File: src/hdl/pdm_pkg.sv
// Constants, register map and state type for the power-down mode controller.
// Assumes a 32-bit APB slave port; registers sit in the low byte of each word.
package pdm_pkg;

   // Register byte offsets
   localparam logic [7:0] ADDR_MSTOP_B   = 8'h00;
   localparam logic [7:0] ADDR_MSTOP_C   = 8'h04;
   localparam logic [7:0] ADDR_EXT_STOP  = 8'h08;
   localparam logic [7:0] ADDR_STANDBY_PIN_N_CTRL = 8'h0C;
   localparam logic [7:0] ADDR_CLK_CTRL  = 8'h10;
   localparam logic [7:0] ADDR_LPW_CTRL  = 8'h14;
   localparam logic [7:0] ADDR_PSC_CTRL  = 8'h18;
   localparam logic [7:0] ADDR_STATUS    = 8'h1C;

   // Reset values
   localparam logic [7:0] MSTOP_B_RST    = 8'hFF;
   localparam logic [7:0] MSTOP_C_RST    = 8'hFD;
   localparam logic [1:0] EXT_STOP_RST   = 2'h0;
   localparam logic [2:0] DIV_FULL       = 3'h0;
   localparam logic [2:0] STS_RST        = 3'h0;

   // Field positions
   localparam int MSB_SCI0     = 7;
   localparam int MSB_SCI2     = 5;
   localparam int MSB_USB      = 0;
   localparam int MSC_FLASH    = 1;
   localparam int MSC_DEBUG    = 0;
   localparam int EXT_RTC      = 1;
   localparam int EXT_USB      = 0;
   localparam int SBY_SOFTWARE_STANDBY_SELECT     = 7;
   localparam int SBY_STS_LO   = 4;
   localparam int LPW_LOW_SPEED_SELECT     = 0;
   localparam int PSC_PSS      = 4;
   localparam int STAT_DIV_LO  = 4;

   // Settling codes and the counts that fit under the long-count limit
   localparam logic [2:0]  STS_2048   = 3'h6;
   localparam logic [2:0]  STS_16     = 3'h7;
   localparam int unsigned SETTLE_2048 = 2048;
   localparam int unsigned SETTLE_16   = 16;
   localparam int          CNT_W       = 19;

   // Pin synchroniser layout
   localparam int          SYNC_W   = 12;
   localparam int          SY_RES   = 11;
   localparam int          SY_MANUAL_RESET_PIN_N  = 10;
   localparam int          SY_STANDBY_PIN_N  = 9;
   localparam int          SY_NMI   = 8;
   localparam logic [11:0] SYNC_RST = 12'h200;

   typedef enum logic [2:0] {
      PDM_RUN,
      PDM_SLEEP,
      PDM_SW_STANDBY_PIN_N,
      PDM_SETTLE,
      PDM_HW_STANDBY_PIN_N,
      PDM_RESET
   } pdm_state_t;

endpackage

File: src/hdl/pdm_sync.sv
// Two-stage synchroniser for a group of asynchronous pin levels.
// Assumes inputs are levels; pulses shorter than one clock may be lost.
`timescale 1ns/100ps
module pdm_sync
#(
   parameter int               WIDTH   = 1,
   parameter logic [WIDTH-1:0] RST_VAL = '0
)
(
   // Clock and reset
   input  wire logic             pclk,
   input  wire logic             presetn,
   // Levels
   input  wire logic [WIDTH-1:0] async_in,
   output logic      [WIDTH-1:0] sync_out
);

   logic [WIDTH-1:0] meta_reg;

   // One stage pair per bit; only the second stage is read outside
   genvar i;
   generate
      for (i = 0; i < WIDTH; i++)
      begin : g_bit
         always_ff @(posedge pclk or negedge presetn)
         begin
            if (!presetn)
            begin
               meta_reg[i] <= RST_VAL[i];
               sync_out[i] <= RST_VAL[i];
            end
            else
            begin
               meta_reg[i] <= async_in[i];
               sync_out[i] <= meta_reg[i];
            end
         end
      end
   endgenerate

endmodule

File: src/hdl/pdm_power_ctrl.sv
// Power-down mode controller: module stop, clock gates, medium speed,
// sleep, software standby with settling count, hardware standby.
// Assumes an APB master on pclk, pins arriving asynchronously.
//
// What this block does
// - Stop reg B bits 7,5,0 gate serial 0, serial 2, USB; reset to 1.
// - Unassigned stop bits are read/write, reset to 1; software writes 1.
// - Extended stop bit 1 gates RTC clock, bit 0 USB clock; reset 0.
// - Extended stop bits 7..2 read 0; software leaves them alone.
// - Nonzero divider select slows CPU after bus cycle; zero restores speed.
// - DMA master follows divided clock; other modules stay at full clock.
// - Reset pin, manual reset or watchdog overflow abandons medium speed.
// - Sleep with standby and low-speed bits 0 halts CPU only.
// - Enabled unmasked interrupt or NMI ends sleep; speed kept.
// - Reset pins low during sleep give reset; release starts reset handling.
// - Standby pin low enters hardware standby from any mode.
// - Sleep with standby 1, low-speed 0, prescaler 0 stops oscillator.
// - NMI, lines 0..7 and reset or standby pins leave software standby.
// - Interrupt wake restarts oscillator, waits settling count, then runs.
// - Reset in software standby starts oscillator and clocks at once.
// - Hardware standby resets and stops everything, ports high impedance.
// - Standby pin high with reset low enters reset, oscillator starts.
// - Settling code gives 8192..262144, 2048 or 16 states.
// - A stop bit at 1 stops its module; 0 releases it.
`timescale 1ns/100ps
module pdm_power_ctrl
   import pdm_pkg::*;
#(
   parameter int unsigned SETTLE_8192   = 8192,
   parameter int unsigned SETTLE_16384  = 16384,
   parameter int unsigned SETTLE_32768  = 32768,
   parameter int unsigned SETTLE_65536  = 65536,
   parameter int unsigned SETTLE_131072 = 131072,
   parameter int unsigned SETTLE_262144 = 262144
)
(
   // Clock and reset
   input  wire logic        pclk,
   input  wire logic        presetn,
   // APB slave
   input  wire logic        psel,
   input  wire logic        penable,
   input  wire logic        pwrite,
   input  wire logic [7:0]  paddr,
   input  wire logic [31:0] pwdata,
   input  wire logic [3:0]  pstrb,
   output logic      [31:0] prdata,
   output logic             pready,
   output logic             pslverr,
   // Pins, asynchronous
   input  wire logic        reset_pin_n,
   input  wire logic        manual_reset_pin_n,
   input  wire logic        standby_pin_n,
   input  wire logic        nmi_req,
   input  wire logic [7:0]  irq_lines,
   // CPU and interrupt controller, same clock
   input  wire logic        sleep_req,
   input  wire logic        bus_cycle_end,
   input  wire logic        wdt_overflow,
   input  wire logic [7:0]  irq_enable,
   input  wire logic        periph_int_req,
   input  wire logic        cpu_int_mask,
   // Clock and power control
   output logic [2:0]       cpu_clk_div,
   output logic [2:0]       dma_clk_div,
   output logic             cpu_halt,
   output logic             clock_supply,
   output logic             osc_enable,
   output logic             chip_reset,
   output logic             io_hiz,
   output logic             converter_reset,
   output logic             reset_exc_start,
   output logic             int_exc_start,
   // Module stop and clock gates
   output logic             serial_channel_0_stop,
   output logic             serial_channel_2_stop,
   output logic             usb_stop,
   output logic             flash_stop,
   output logic             debug_interface_stop,
   output logic             rtc_clock_gate,
   output logic             usb_clock_gate
);

   logic [SYNC_W-1:0] sy;
   pdm_state_t        state_reg;
   pdm_state_t        state_next;
   logic [7:0]        module_stop_ctrl_b_reg;
   logic [7:0]        module_stop_ctrl_c_reg;
   logic [1:0]        extended_clock_stop_reg;
   logic              software_standby_select_reg;
   logic [2:0]        settling_count_select_reg;
   logic [2:0]        cpu_clock_divider_select_reg;
   logic              low_speed_select_reg;
   logic              prescaler_select_reg;
   logic [2:0]        active_div_reg;
   logic [CNT_W-1:0]  settle_cnt_reg;
   logic              reset_any;
   logic              standby_pin_n_low;
   logic              irq_hit;
   logic              sw_wake;
   logic              sleep_wake;
   logic              apb_access;
   logic              apb_done;
   logic              wr_en;

   // Settling count minus one for a given select code
   function automatic logic [CNT_W-1:0] settle_load(input logic [2:0] sel);
      logic [CNT_W-1:0] n;
      n = CNT_W'(SETTLE_8192);
      unique case (sel)
         3'h0:     n = CNT_W'(SETTLE_8192);
         3'h1:     n = CNT_W'(SETTLE_16384);
         3'h2:     n = CNT_W'(SETTLE_32768);
         3'h3:     n = CNT_W'(SETTLE_65536);
         3'h4:     n = CNT_W'(SETTLE_131072);
         3'h5:     n = CNT_W'(SETTLE_262144);
         STS_2048: n = CNT_W'(SETTLE_2048);
         STS_16:   n = CNT_W'(SETTLE_16);
      endcase
      settle_load = n - CNT_W'(1);
   endfunction

   // True for an address that holds a register
   function automatic logic reg_hit(input logic [7:0] a);
      reg_hit = (a == ADDR_MSTOP_B) || (a == ADDR_MSTOP_C) || (a == ADDR_EXT_STOP)
             || (a == ADDR_STANDBY_PIN_N_CTRL) || (a == ADDR_CLK_CTRL)
             || (a == ADDR_LPW_CTRL) || (a == ADDR_PSC_CTRL) || (a == ADDR_STATUS);
   endfunction

   // Pins pass two flip-flops before use
   pdm_sync #(.WIDTH(SYNC_W), .RST_VAL(SYNC_RST)) u_sync
   (
      .pclk     (pclk),
      .presetn  (presetn),
      .async_in ({reset_pin_n, manual_reset_pin_n, standby_pin_n, nmi_req, irq_lines}),
      .sync_out (sy)
   );

   // Wake and reset conditions
   always_comb
   begin
      reset_any  = !sy[SY_RES] || !sy[SY_MANUAL_RESET_PIN_N] || wdt_overflow;
      standby_pin_n_low   = !sy[SY_STANDBY_PIN_N];
      irq_hit    = |(sy[7:0] & irq_enable);
      sw_wake    = sy[SY_NMI] || (irq_hit && !cpu_int_mask);
      sleep_wake = sy[SY_NMI] || ((irq_hit || periph_int_req) && !cpu_int_mask);
   end

   // Mode sequencing
   always_comb
   begin
      state_next = state_reg;
      if (standby_pin_n_low)
         state_next = PDM_HW_STANDBY_PIN_N;
      else if (reset_any)
         state_next = PDM_RESET;
      else
      begin
         unique case (state_reg)
            PDM_RUN:
            begin
               if (sleep_req && !software_standby_select_reg && !low_speed_select_reg)
                  state_next = PDM_SLEEP;
               else if (sleep_req && software_standby_select_reg
                        && !low_speed_select_reg && !prescaler_select_reg)
                  state_next = PDM_SW_STANDBY_PIN_N;
            end
            PDM_SLEEP:
               if (sleep_wake)
                  state_next = PDM_RUN;
            PDM_SW_STANDBY_PIN_N:
               if (sw_wake)
                  state_next = PDM_SETTLE;
            PDM_SETTLE:
               if (settle_cnt_reg == '0)
                  state_next = PDM_RUN;
            PDM_HW_STANDBY_PIN_N:
               state_next = PDM_RESET;
            PDM_RESET:
               state_next = PDM_RUN;
         endcase
      end
   end

   // State register
   always_ff @(posedge pclk or negedge presetn)
   begin
      if (!presetn)
         state_reg <= PDM_RESET;
      else
         state_reg <= state_next;
   end

   // Settling counter, loaded every cycle of software standby
   always_ff @(posedge pclk or negedge presetn)
   begin
      if (!presetn)
         settle_cnt_reg <= '0;
      else if (state_reg == PDM_SW_STANDBY_PIN_N)
         settle_cnt_reg <= settle_load(settling_count_select_reg);
      else if (state_reg == PDM_SETTLE && settle_cnt_reg != '0)
         settle_cnt_reg <= settle_cnt_reg - CNT_W'(1);
   end

   // Power outputs follow the next state so they align with it
   always_ff @(posedge pclk or negedge presetn)
   begin
      if (!presetn)
      begin
         cpu_halt        <= 1'b1;
         clock_supply    <= 1'b1;
         osc_enable      <= 1'b1;
         chip_reset      <= 1'b1;
         io_hiz          <= 1'b0;
         converter_reset <= 1'b1;
         reset_exc_start <= 1'b0;
         int_exc_start   <= 1'b0;
      end
      else
      begin
         cpu_halt        <= state_next != PDM_RUN;
         clock_supply    <= state_next inside {PDM_RUN, PDM_SLEEP, PDM_RESET};
         osc_enable      <= !(state_next inside {PDM_SW_STANDBY_PIN_N, PDM_HW_STANDBY_PIN_N});
         chip_reset      <= state_next inside {PDM_RESET, PDM_HW_STANDBY_PIN_N};
         io_hiz          <= state_next == PDM_HW_STANDBY_PIN_N;
         converter_reset <= state_next inside {PDM_SW_STANDBY_PIN_N, PDM_SETTLE,
                                               PDM_HW_STANDBY_PIN_N, PDM_RESET};
         reset_exc_start <= state_reg == PDM_RESET && state_next == PDM_RUN;
         int_exc_start   <= (state_reg inside {PDM_SLEEP, PDM_SETTLE})
                            && state_next == PDM_RUN;
      end
   end

   // Active divider takes the select at the end of a bus cycle; reset or standby pin low returns it to full speed at once
   always_ff @(posedge pclk or negedge presetn)
   begin
      if (!presetn)
         active_div_reg <= DIV_FULL;
      else if (reset_any || standby_pin_n_low)
         active_div_reg <= DIV_FULL;
      else if (bus_cycle_end)
         active_div_reg <= cpu_clock_divider_select_reg;
   end

   // CPU and DMA share the divided clock; other modules stay at full rate
   assign cpu_clk_div = active_div_reg;
   assign dma_clk_div = active_div_reg;

   // APB handshake: one wait state, then completion
   assign apb_access = psel && penable;
   assign apb_done   = apb_access && pready;
   assign wr_en      = apb_done && pwrite && pstrb[0];

   always_ff @(posedge pclk or negedge presetn)
   begin
      if (!presetn)
      begin
         pready  <= 1'b0;
         pslverr <= 1'b0;
         prdata  <= '0;
      end
      else
      begin
         pready  <= apb_access && !pready;
         pslverr <= apb_access && !pready && !reg_hit(paddr);
         prdata  <= '0;
         if (apb_access && !pready && !pwrite)
         begin
            unique case (paddr)
               ADDR_MSTOP_B:   prdata[7:0] <= module_stop_ctrl_b_reg;
               ADDR_MSTOP_C:   prdata[7:0] <= module_stop_ctrl_c_reg;
               ADDR_EXT_STOP:  prdata[1:0] <= extended_clock_stop_reg;
               ADDR_STANDBY_PIN_N_CTRL:
               begin
                  prdata[SBY_SOFTWARE_STANDBY_SELECT] <= software_standby_select_reg;
                  prdata[SBY_STS_LO +: 3] <= settling_count_select_reg;
               end
               ADDR_CLK_CTRL:  prdata[2:0] <= cpu_clock_divider_select_reg;
               ADDR_LPW_CTRL:  prdata[LPW_LOW_SPEED_SELECT] <= low_speed_select_reg;
               ADDR_PSC_CTRL:  prdata[PSC_PSS] <= prescaler_select_reg;
               ADDR_STATUS:
               begin
                  prdata[2:0] <= state_reg;
                  prdata[STAT_DIV_LO +: 3] <= active_div_reg;
               end
               default:        prdata <= '0;
            endcase
         end
      end
   end

   // Module stop and clock gate registers; reloaded with reset values by the chip reset state
   always_ff @(posedge pclk or negedge presetn)
   begin
      if (!presetn)
      begin
         module_stop_ctrl_b_reg  <= MSTOP_B_RST;
         module_stop_ctrl_c_reg  <= MSTOP_C_RST;
         extended_clock_stop_reg <= EXT_STOP_RST;
      end
      else if (chip_reset)
      begin
         module_stop_ctrl_b_reg  <= MSTOP_B_RST;
         module_stop_ctrl_c_reg  <= MSTOP_C_RST;
         extended_clock_stop_reg <= EXT_STOP_RST;
      end
      else if (wr_en)
      begin
         if (paddr == ADDR_MSTOP_B)
            module_stop_ctrl_b_reg <= pwdata[7:0];
         if (paddr == ADDR_MSTOP_C)
            module_stop_ctrl_c_reg <= pwdata[7:0];
         if (paddr == ADDR_EXT_STOP)
            extended_clock_stop_reg <= pwdata[1:0];
      end
   end

   // Standby, divider, low-speed and prescaler controls
   always_ff @(posedge pclk or negedge presetn)
   begin
      if (!presetn)
      begin
         software_standby_select_reg  <= 1'b0;
         settling_count_select_reg    <= STS_RST;
         cpu_clock_divider_select_reg <= DIV_FULL;
         low_speed_select_reg         <= 1'b0;
         prescaler_select_reg         <= 1'b0;
      end
      else if (chip_reset)
      begin
         software_standby_select_reg  <= 1'b0;
         settling_count_select_reg    <= STS_RST;
         cpu_clock_divider_select_reg <= DIV_FULL;
         low_speed_select_reg         <= 1'b0;
         prescaler_select_reg         <= 1'b0;
      end
      else if (wr_en)
      begin
         if (paddr == ADDR_STANDBY_PIN_N_CTRL)
         begin
            software_standby_select_reg <= pwdata[SBY_SOFTWARE_STANDBY_SELECT];
            settling_count_select_reg   <= pwdata[SBY_STS_LO +: 3];
         end
         if (paddr == ADDR_CLK_CTRL)
            cpu_clock_divider_select_reg <= pwdata[2:0];
         if (paddr == ADDR_LPW_CTRL)
            low_speed_select_reg <= pwdata[LPW_LOW_SPEED_SELECT];
         if (paddr == ADDR_PSC_CTRL)
            prescaler_select_reg <= pwdata[PSC_PSS];
      end
   end

   // Per-module stop and clock gate outputs
   assign serial_channel_0_stop = module_stop_ctrl_b_reg[MSB_SCI0];
   assign serial_channel_2_stop = module_stop_ctrl_b_reg[MSB_SCI2];
   assign usb_stop              = module_stop_ctrl_b_reg[MSB_USB];
   assign flash_stop            = module_stop_ctrl_c_reg[MSC_FLASH];
   assign debug_interface_stop  = module_stop_ctrl_c_reg[MSC_DEBUG];
   assign rtc_clock_gate        = extended_clock_stop_reg[EXT_RTC];
   assign usb_clock_gate        = extended_clock_stop_reg[EXT_USB];

   // Checks
   property p_hw_entry;
      @(posedge pclk) disable iff (!presetn)
      standby_pin_n_low |=> state_reg == PDM_HW_STANDBY_PIN_N && io_hiz && chip_reset;
   endproperty
   a_hw_entry: assert property (p_hw_entry) else $error("no hardware standby");

   property p_div_update;
      @(posedge pclk) disable iff (!presetn)
      bus_cycle_end && !reset_any && !standby_pin_n_low
      |=> cpu_clk_div == $past(cpu_clock_divider_select_reg) && dma_clk_div == cpu_clk_div;
   endproperty
   a_div_update: assert property (p_div_update) else $error("divider not taken");

   property p_reset_full;
      @(posedge pclk) disable iff (!presetn)
      reset_any |=> cpu_clk_div == DIV_FULL && chip_reset;
   endproperty
   a_reset_full: assert property (p_reset_full) else $error("speed not reset");

   property p_sleep_in;
      @(posedge pclk) disable iff (!presetn)
      state_reg == PDM_RUN && sleep_req && !software_standby_select_reg
      && !low_speed_select_reg && !reset_any && !standby_pin_n_low
      |=> state_reg == PDM_SLEEP && cpu_halt && clock_supply && osc_enable;
   endproperty
   a_sleep_in: assert property (p_sleep_in) else $error("sleep entry wrong");

   property p_sleep_out;
      @(posedge pclk) disable iff (!presetn)
      state_reg == PDM_SLEEP && !reset_any && !standby_pin_n_low
      |=> (state_reg == PDM_RUN) == $past(sleep_wake) && int_exc_start == $past(sleep_wake);
   endproperty
   a_sleep_out: assert property (p_sleep_out) else $error("sleep wake wrong");

   property p_sw_stop;
      @(posedge pclk) disable iff (!presetn)
      state_reg == PDM_SW_STANDBY_PIN_N |-> !osc_enable && !clock_supply && cpu_halt;
   endproperty
   a_sw_stop: assert property (p_sw_stop) else $error("oscillator running");

   property p_settle_16;
      @(posedge pclk) disable iff (!presetn || reset_any || standby_pin_n_low)
      state_reg == PDM_SW_STANDBY_PIN_N && sw_wake && settling_count_select_reg == STS_16
      |=> (state_reg == PDM_SETTLE && !clock_supply)[*8]
          ##1 (state_reg == PDM_SETTLE)[*8] ##1 (state_reg == PDM_RUN && int_exc_start);
   endproperty
   a_settle_16: assert property (p_settle_16) else $error("settle length wrong");

   property p_rst_standby_pin_n;
      @(posedge pclk) disable iff (!presetn)
      (state_reg inside {PDM_SW_STANDBY_PIN_N, PDM_SETTLE}) && reset_any && !standby_pin_n_low
      |=> state_reg == PDM_RESET && clock_supply && osc_enable;
   endproperty
   a_rst_standby_pin_n: assert property (p_rst_standby_pin_n) else $error("reset wake wrong");

   property p_hw_leave;
      @(posedge pclk) disable iff (!presetn)
      state_reg == PDM_HW_STANDBY_PIN_N && !standby_pin_n_low |=> state_reg == PDM_RESET && osc_enable;
   endproperty
   a_hw_leave: assert property (p_hw_leave) else $error("standby exit wrong");

endmodule

File: config.mk
export PLATFORM = sky130hd
export DESIGN_NAME = pdm_power_ctrl
export DESIGN_NICKNAME = d
export VERILOG_FILES = /design/src/hdl/pdm_pkg.sv /design/src/hdl/pdm_sync.sv /design/src/hdl/pdm_power_ctrl.sv
export SDC_FILE = /design/constraint.sdc
export NUM_CORES = 1
export LEC_CHECK = 0
export ABC_AREA = 1
export BUFFER_PORTS_ARGS = -buffer_cell sky130_fd_sc_hd__buf_4
export CAP_MARGIN = 20
export CORE_UTILIZATION = 40
export CTS_CLUSTER_SIZE = 20
export DETAILED_ROUTE_END_ITERATION = 16
export PLACE_DENSITY = 0.68
export SLEW_MARGIN = 30
export SYNTH_ARGS = -nofsm -noshare
export SYNTH_HDL_FRONTEND = slang
export SYNTH_SLANG_ARGS = --single-unit
File: constraint.sdc
create_clock -name pclk -period 2.7 [get_ports pclk]
set_clock_uncertainty 0.1 [all_clocks]
set_input_delay 0.54 -clock pclk [delete_from_list [all_inputs] [get_ports pclk]]
set_output_delay 0.54 -clock pclk [all_outputs]
set_load 0.005 [all_outputs]
==> impl_summary.log <==
INFO  metric p_leak = around 2.8 nW
INFO  metric netlist_top_cells_count = 108 x nand2_1, 71 x inv_1, 70 x dfrtp_1
INFO  metric data_arrival_time_of_the_worst_path = around 2.2 ns
INFO  metric crit_path_start_kind = register
INFO  metric pwr_density_cell = around 540 mW/mm^2
INFO  metric floorplan.initialDensity = roughly two fifths
INFO  metric cell_chosen_for_the_clock_root = clkbuf_16
INFO  metric post_synth.cell_area_avg = 8.48 sq um
INFO  metric seq_area_frac_synth = between 50 and 60%
INFO  metric cp_max_fo = 15
INFO  metric htreeDepth = 3
INFO  metric antenna_left = 0
INFO  metric power_switching = just under 0.8 mW
INFO  metric clock_insertion_delay_worst_skew = around 0.35 ns
INFO  metric crit_required = ~2.8 ns
INFO  metric crit_type = register to register
INFO  metric worstHoldPathType = primary input to asynchronous set/reset pin
INFO  metric finalMaxSlewViolations = 0
INFO  metric maxCapViolCount = 0
INFO  metric synthDominantCellAreaShare = a little under two fifths
INFO  metric finalSetupViolCount = 0
INFO  metric ctsLongestPathBuffers = 2
INFO  metric avgViaCountPerCell = between 4 and 5
INFO  metric first_pass_grt_wire_length = between 15,000 and 20,000 um
INFO  metric totalWireLength = approximately 10,000 um
INFO  metric port-buffer-count = 77
INFO  metric vias = between 3,000 and 4,000
INFO  metric final.fill_count = 1,046
INFO  metric dr.first_iter.drc_count = around 220
INFO  metric share_of_power_burned_in_the_clock_network = between 40% and 50%
INFO  metric cpMaxStageDelayCell = dfstp_2
INFO  metric synthMostInstantiatedCell = nand2_1
INFO  metric place.gp.congestion = approximately 0.87
INFO  metric timing.critical_path.cells = inv_1 > nor2_2 > inv_1 > nor2_4 > nand2_4 > nand2_4 > clkinv_4 > nor2_2 > a22oi_1
INFO  metric timing_worst_slew_pin_value = 0.648 ns
INFO  metric final_cell_count_no_fill = 776
INFO  metric slew-limit-headroom = between 50% and 60%
INFO  metric first_global_vias = roughly 3,700
INFO  metric switching_share = 26.1%
INFO  metric most_instantiated_flip_flop_cell_in_the_synthesis_netlist = dfrtp_1
INFO  metric antenna_found_initial = 0
INFO  metric core_region_area = between 0.01 and 0.015 sq mm
INFO  metric crit_buf_inv = 3
INFO  metric routed_wire_length_per_instance = between 10 and 15 um
INFO  metric yosys_warnings = 0
INFO  metric cts_repair_resize_count = 0
INFO  metric globalRoute.totalOverflow = 0
INFO  metric number_of_flip_flops_in_the_largest_register = 19
INFO  metric syn_inst = 548
INFO  metric antenna_cells_inserted = 0
INFO  metric critical-path-top-delay-family = simple AND/OR/NAND/NOR gates
INFO  metric intPower = around 2.2 mW
INFO  metric grt_use_total = between 10% and 20%
INFO  metric netlist-cell-type-count = 40
INFO  metric mappedNetlistArea = ~0.0046 sq mm
INFO  metric timing_hold_violations_final = 0
INFO  metric clk_pin_slew = ~0.080 ns
INFO  metric final_routed_drc_violation_total = 0
INFO  metric core.rowCount = 38
INFO  metric finalCritPeriodShare = 78.4%
INFO  metric floorplan.io_pins = 129
INFO  metric comb_power_share = ~8.0%
INFO  metric dpl.hpwl = ~7600 um
INFO  metric holdBufCountCts = 0
INFO  metric finish.utilization = between 50% and 60%
INFO  metric synth-async-reset-ratio = 100%
INFO  metric synth_largest_area_cell = dfrtp_1
INFO  metric cts-buffers-inserted = 9
INFO  metric die_area = approximately 0.012 sq mm
INFO  metric rsz0062_at_grt = false
INFO  metric drt_pre_antenna_iters = 5
INFO  metric ir_worst_vdd = 0.292 mV
INFO  metric endpoint_kind = register
INFO  metric fraction_of_power_consumed_by_sequential_logic = between 40% and 50%
INFO  metric outcome = completed
INFO  metric grt_start_max_net_pins = 53
INFO  metric nets = 707
INFO  metric cts_tree = yes
INFO  metric post_cts_setup_buffer_count = 0
INFO  metric fp.dieH = around 110 um
INFO  metric place_inst = between 700 and 800
INFO  metric synth_top_cells_by_area = dfrtp_1 38%, dfstp_2 14%, nand2_1 8.7%
INFO  metric timing.fmax = 0.473 GHz
INFO  metric final.min_clock_period = 2.12 ns
INFO  metric cts_sinks = 94
INFO  metric cpPeakStageDelay = approximately 0.57 ns
INFO  metric die_width = between 100 and 150 um
INFO  metric post_route_cells_drive_above_1_share = between 20 and 25%
INFO  metric synthToLayoutAreaGrowth = 20.5%
INFO  metric totalNegativeSetupSlack = 0 ns
INFO  metric synth.ff_latch_count = between 90 and 100
INFO  metric hold_slack = between 0.1 and 0.15 ns
INFO  metric synth-edff-count = 0
-- layout make-up --
| class | instances | area, sq um | share of cell area, % |
|---|---|---|---|
| sequential | 94 | 2380 | 42.5 |
| inverter | 76 | 290 | 5.18 |
| tap | 140 | 175 | 3.13 |
| multi-input combinational | 367 | 1810 | 32.4 |
| timing repair buffer | 83 | 623 | 11.1 |
| clock buffer | 9 | 225 | 4.02 |
| clock inverter | 7 | 91.3 | 1.63 |
-- worst paths after layout --
kind,from,endpoint,slack [ns],depth (start not counted)
worst min register to register,u_sync.meta_reg[3]$_DFF_PN0_,u_sync.sync_out[3]$_DFF_PN0_,0.25,0
worst max register to register,state_reg[0]$_DFF_PN1_,settle_cnt_reg[9]$_DFFE_PN0P_,0.58,9
min in group pclk,irq_lines[5],u_sync.meta_reg[5]$_DFF_PN0_,0.19,1
worst max-delay path,state_reg[0]$_DFF_PN1_,settle_cnt_reg[9]$_DFFE_PN0P_,0.58,9
max in group asynchronous,presetn,module_stop_ctrl_c_reg[4]$_DFFE_PN1P_,1.65,2
worst min-delay path,presetn,u_sync.meta_reg[4]$_DFF_PN0_,0.11,1
-- metrics by stage --
step | setup WS (ns) | cell area [sq um] | total power [mW]
floorplan | 0.913 | 4730 | 1.65
global placement | 0.513 | 5280 | 1.74
detailed placement | 0.457 | 5280 | 1.75
CTS | 0.592 | 5600 | 3.04
global route | 0.415 | 5600 | 3.14
finish | 0.585 | 5600 | 3.01
-- cells by family after synthesis --
logic type,after synthesis,synth area share [%]
flip-flops,94,51.3
multiplexers,2,0.485
AO/OA/AOI/OAI,99,12.3
buffers and inverters,110,11.6
AND/OR/NAND/NOR,238,23.4
adder cells (fa/ha/maj),2,0.539
other,1,0.0807
XOR/XNOR,2,0.377
-- layer usage --
metal	track usage [%]	part of all wire (%)
met4	6.86	1.8
met5	0	0
met3	3.08	5.4
met2	31.4	48
met1	23.9	44
-- power groups by stage --
| stage | logic, mW | registers [mW] | clock network (mW) |
|---|---|---|---|
| after floorplan | 0.146 | 1.50 | 0 |
| after global placement | 0.236 | 1.51 | 0 |
| after detailed placement | 0.242 | 1.51 | 0 |
| after CTS | 0.243 | 1.48 | 1.32 |
| after global routing | 0.277 | 1.49 | 1.37 |
| final | 0.240 | 1.48 | 1.28 |
-- layout by cell type, fill, tap and decap left out, types with 2 or more instances in the layout --
cell type,n
inv_2,4
o31ai_1,4
nor2_1,68
buf_4,83
clkbuf_16,9
nor2_2,7
nand3_4,2
nand2_1,108
ha_1,2
clkinv_8,4
a22oi_1,5
nor3_1,8
inv_6,2
o21ai_0,37
conb_1,24
a21oi_1,36
nand2_2,3
dfstp_2,24
mux2_2,2
clkinv_4,2
nand3_1,26
o21ai_1,2
dfrtp_1,70
nand4_1,5
o21ai_4,2
inv_1,71
o211ai_1,4
nor2_4,4
nand2_4,3
o22ai_1,5
Power figures use the tool's default switching activity.
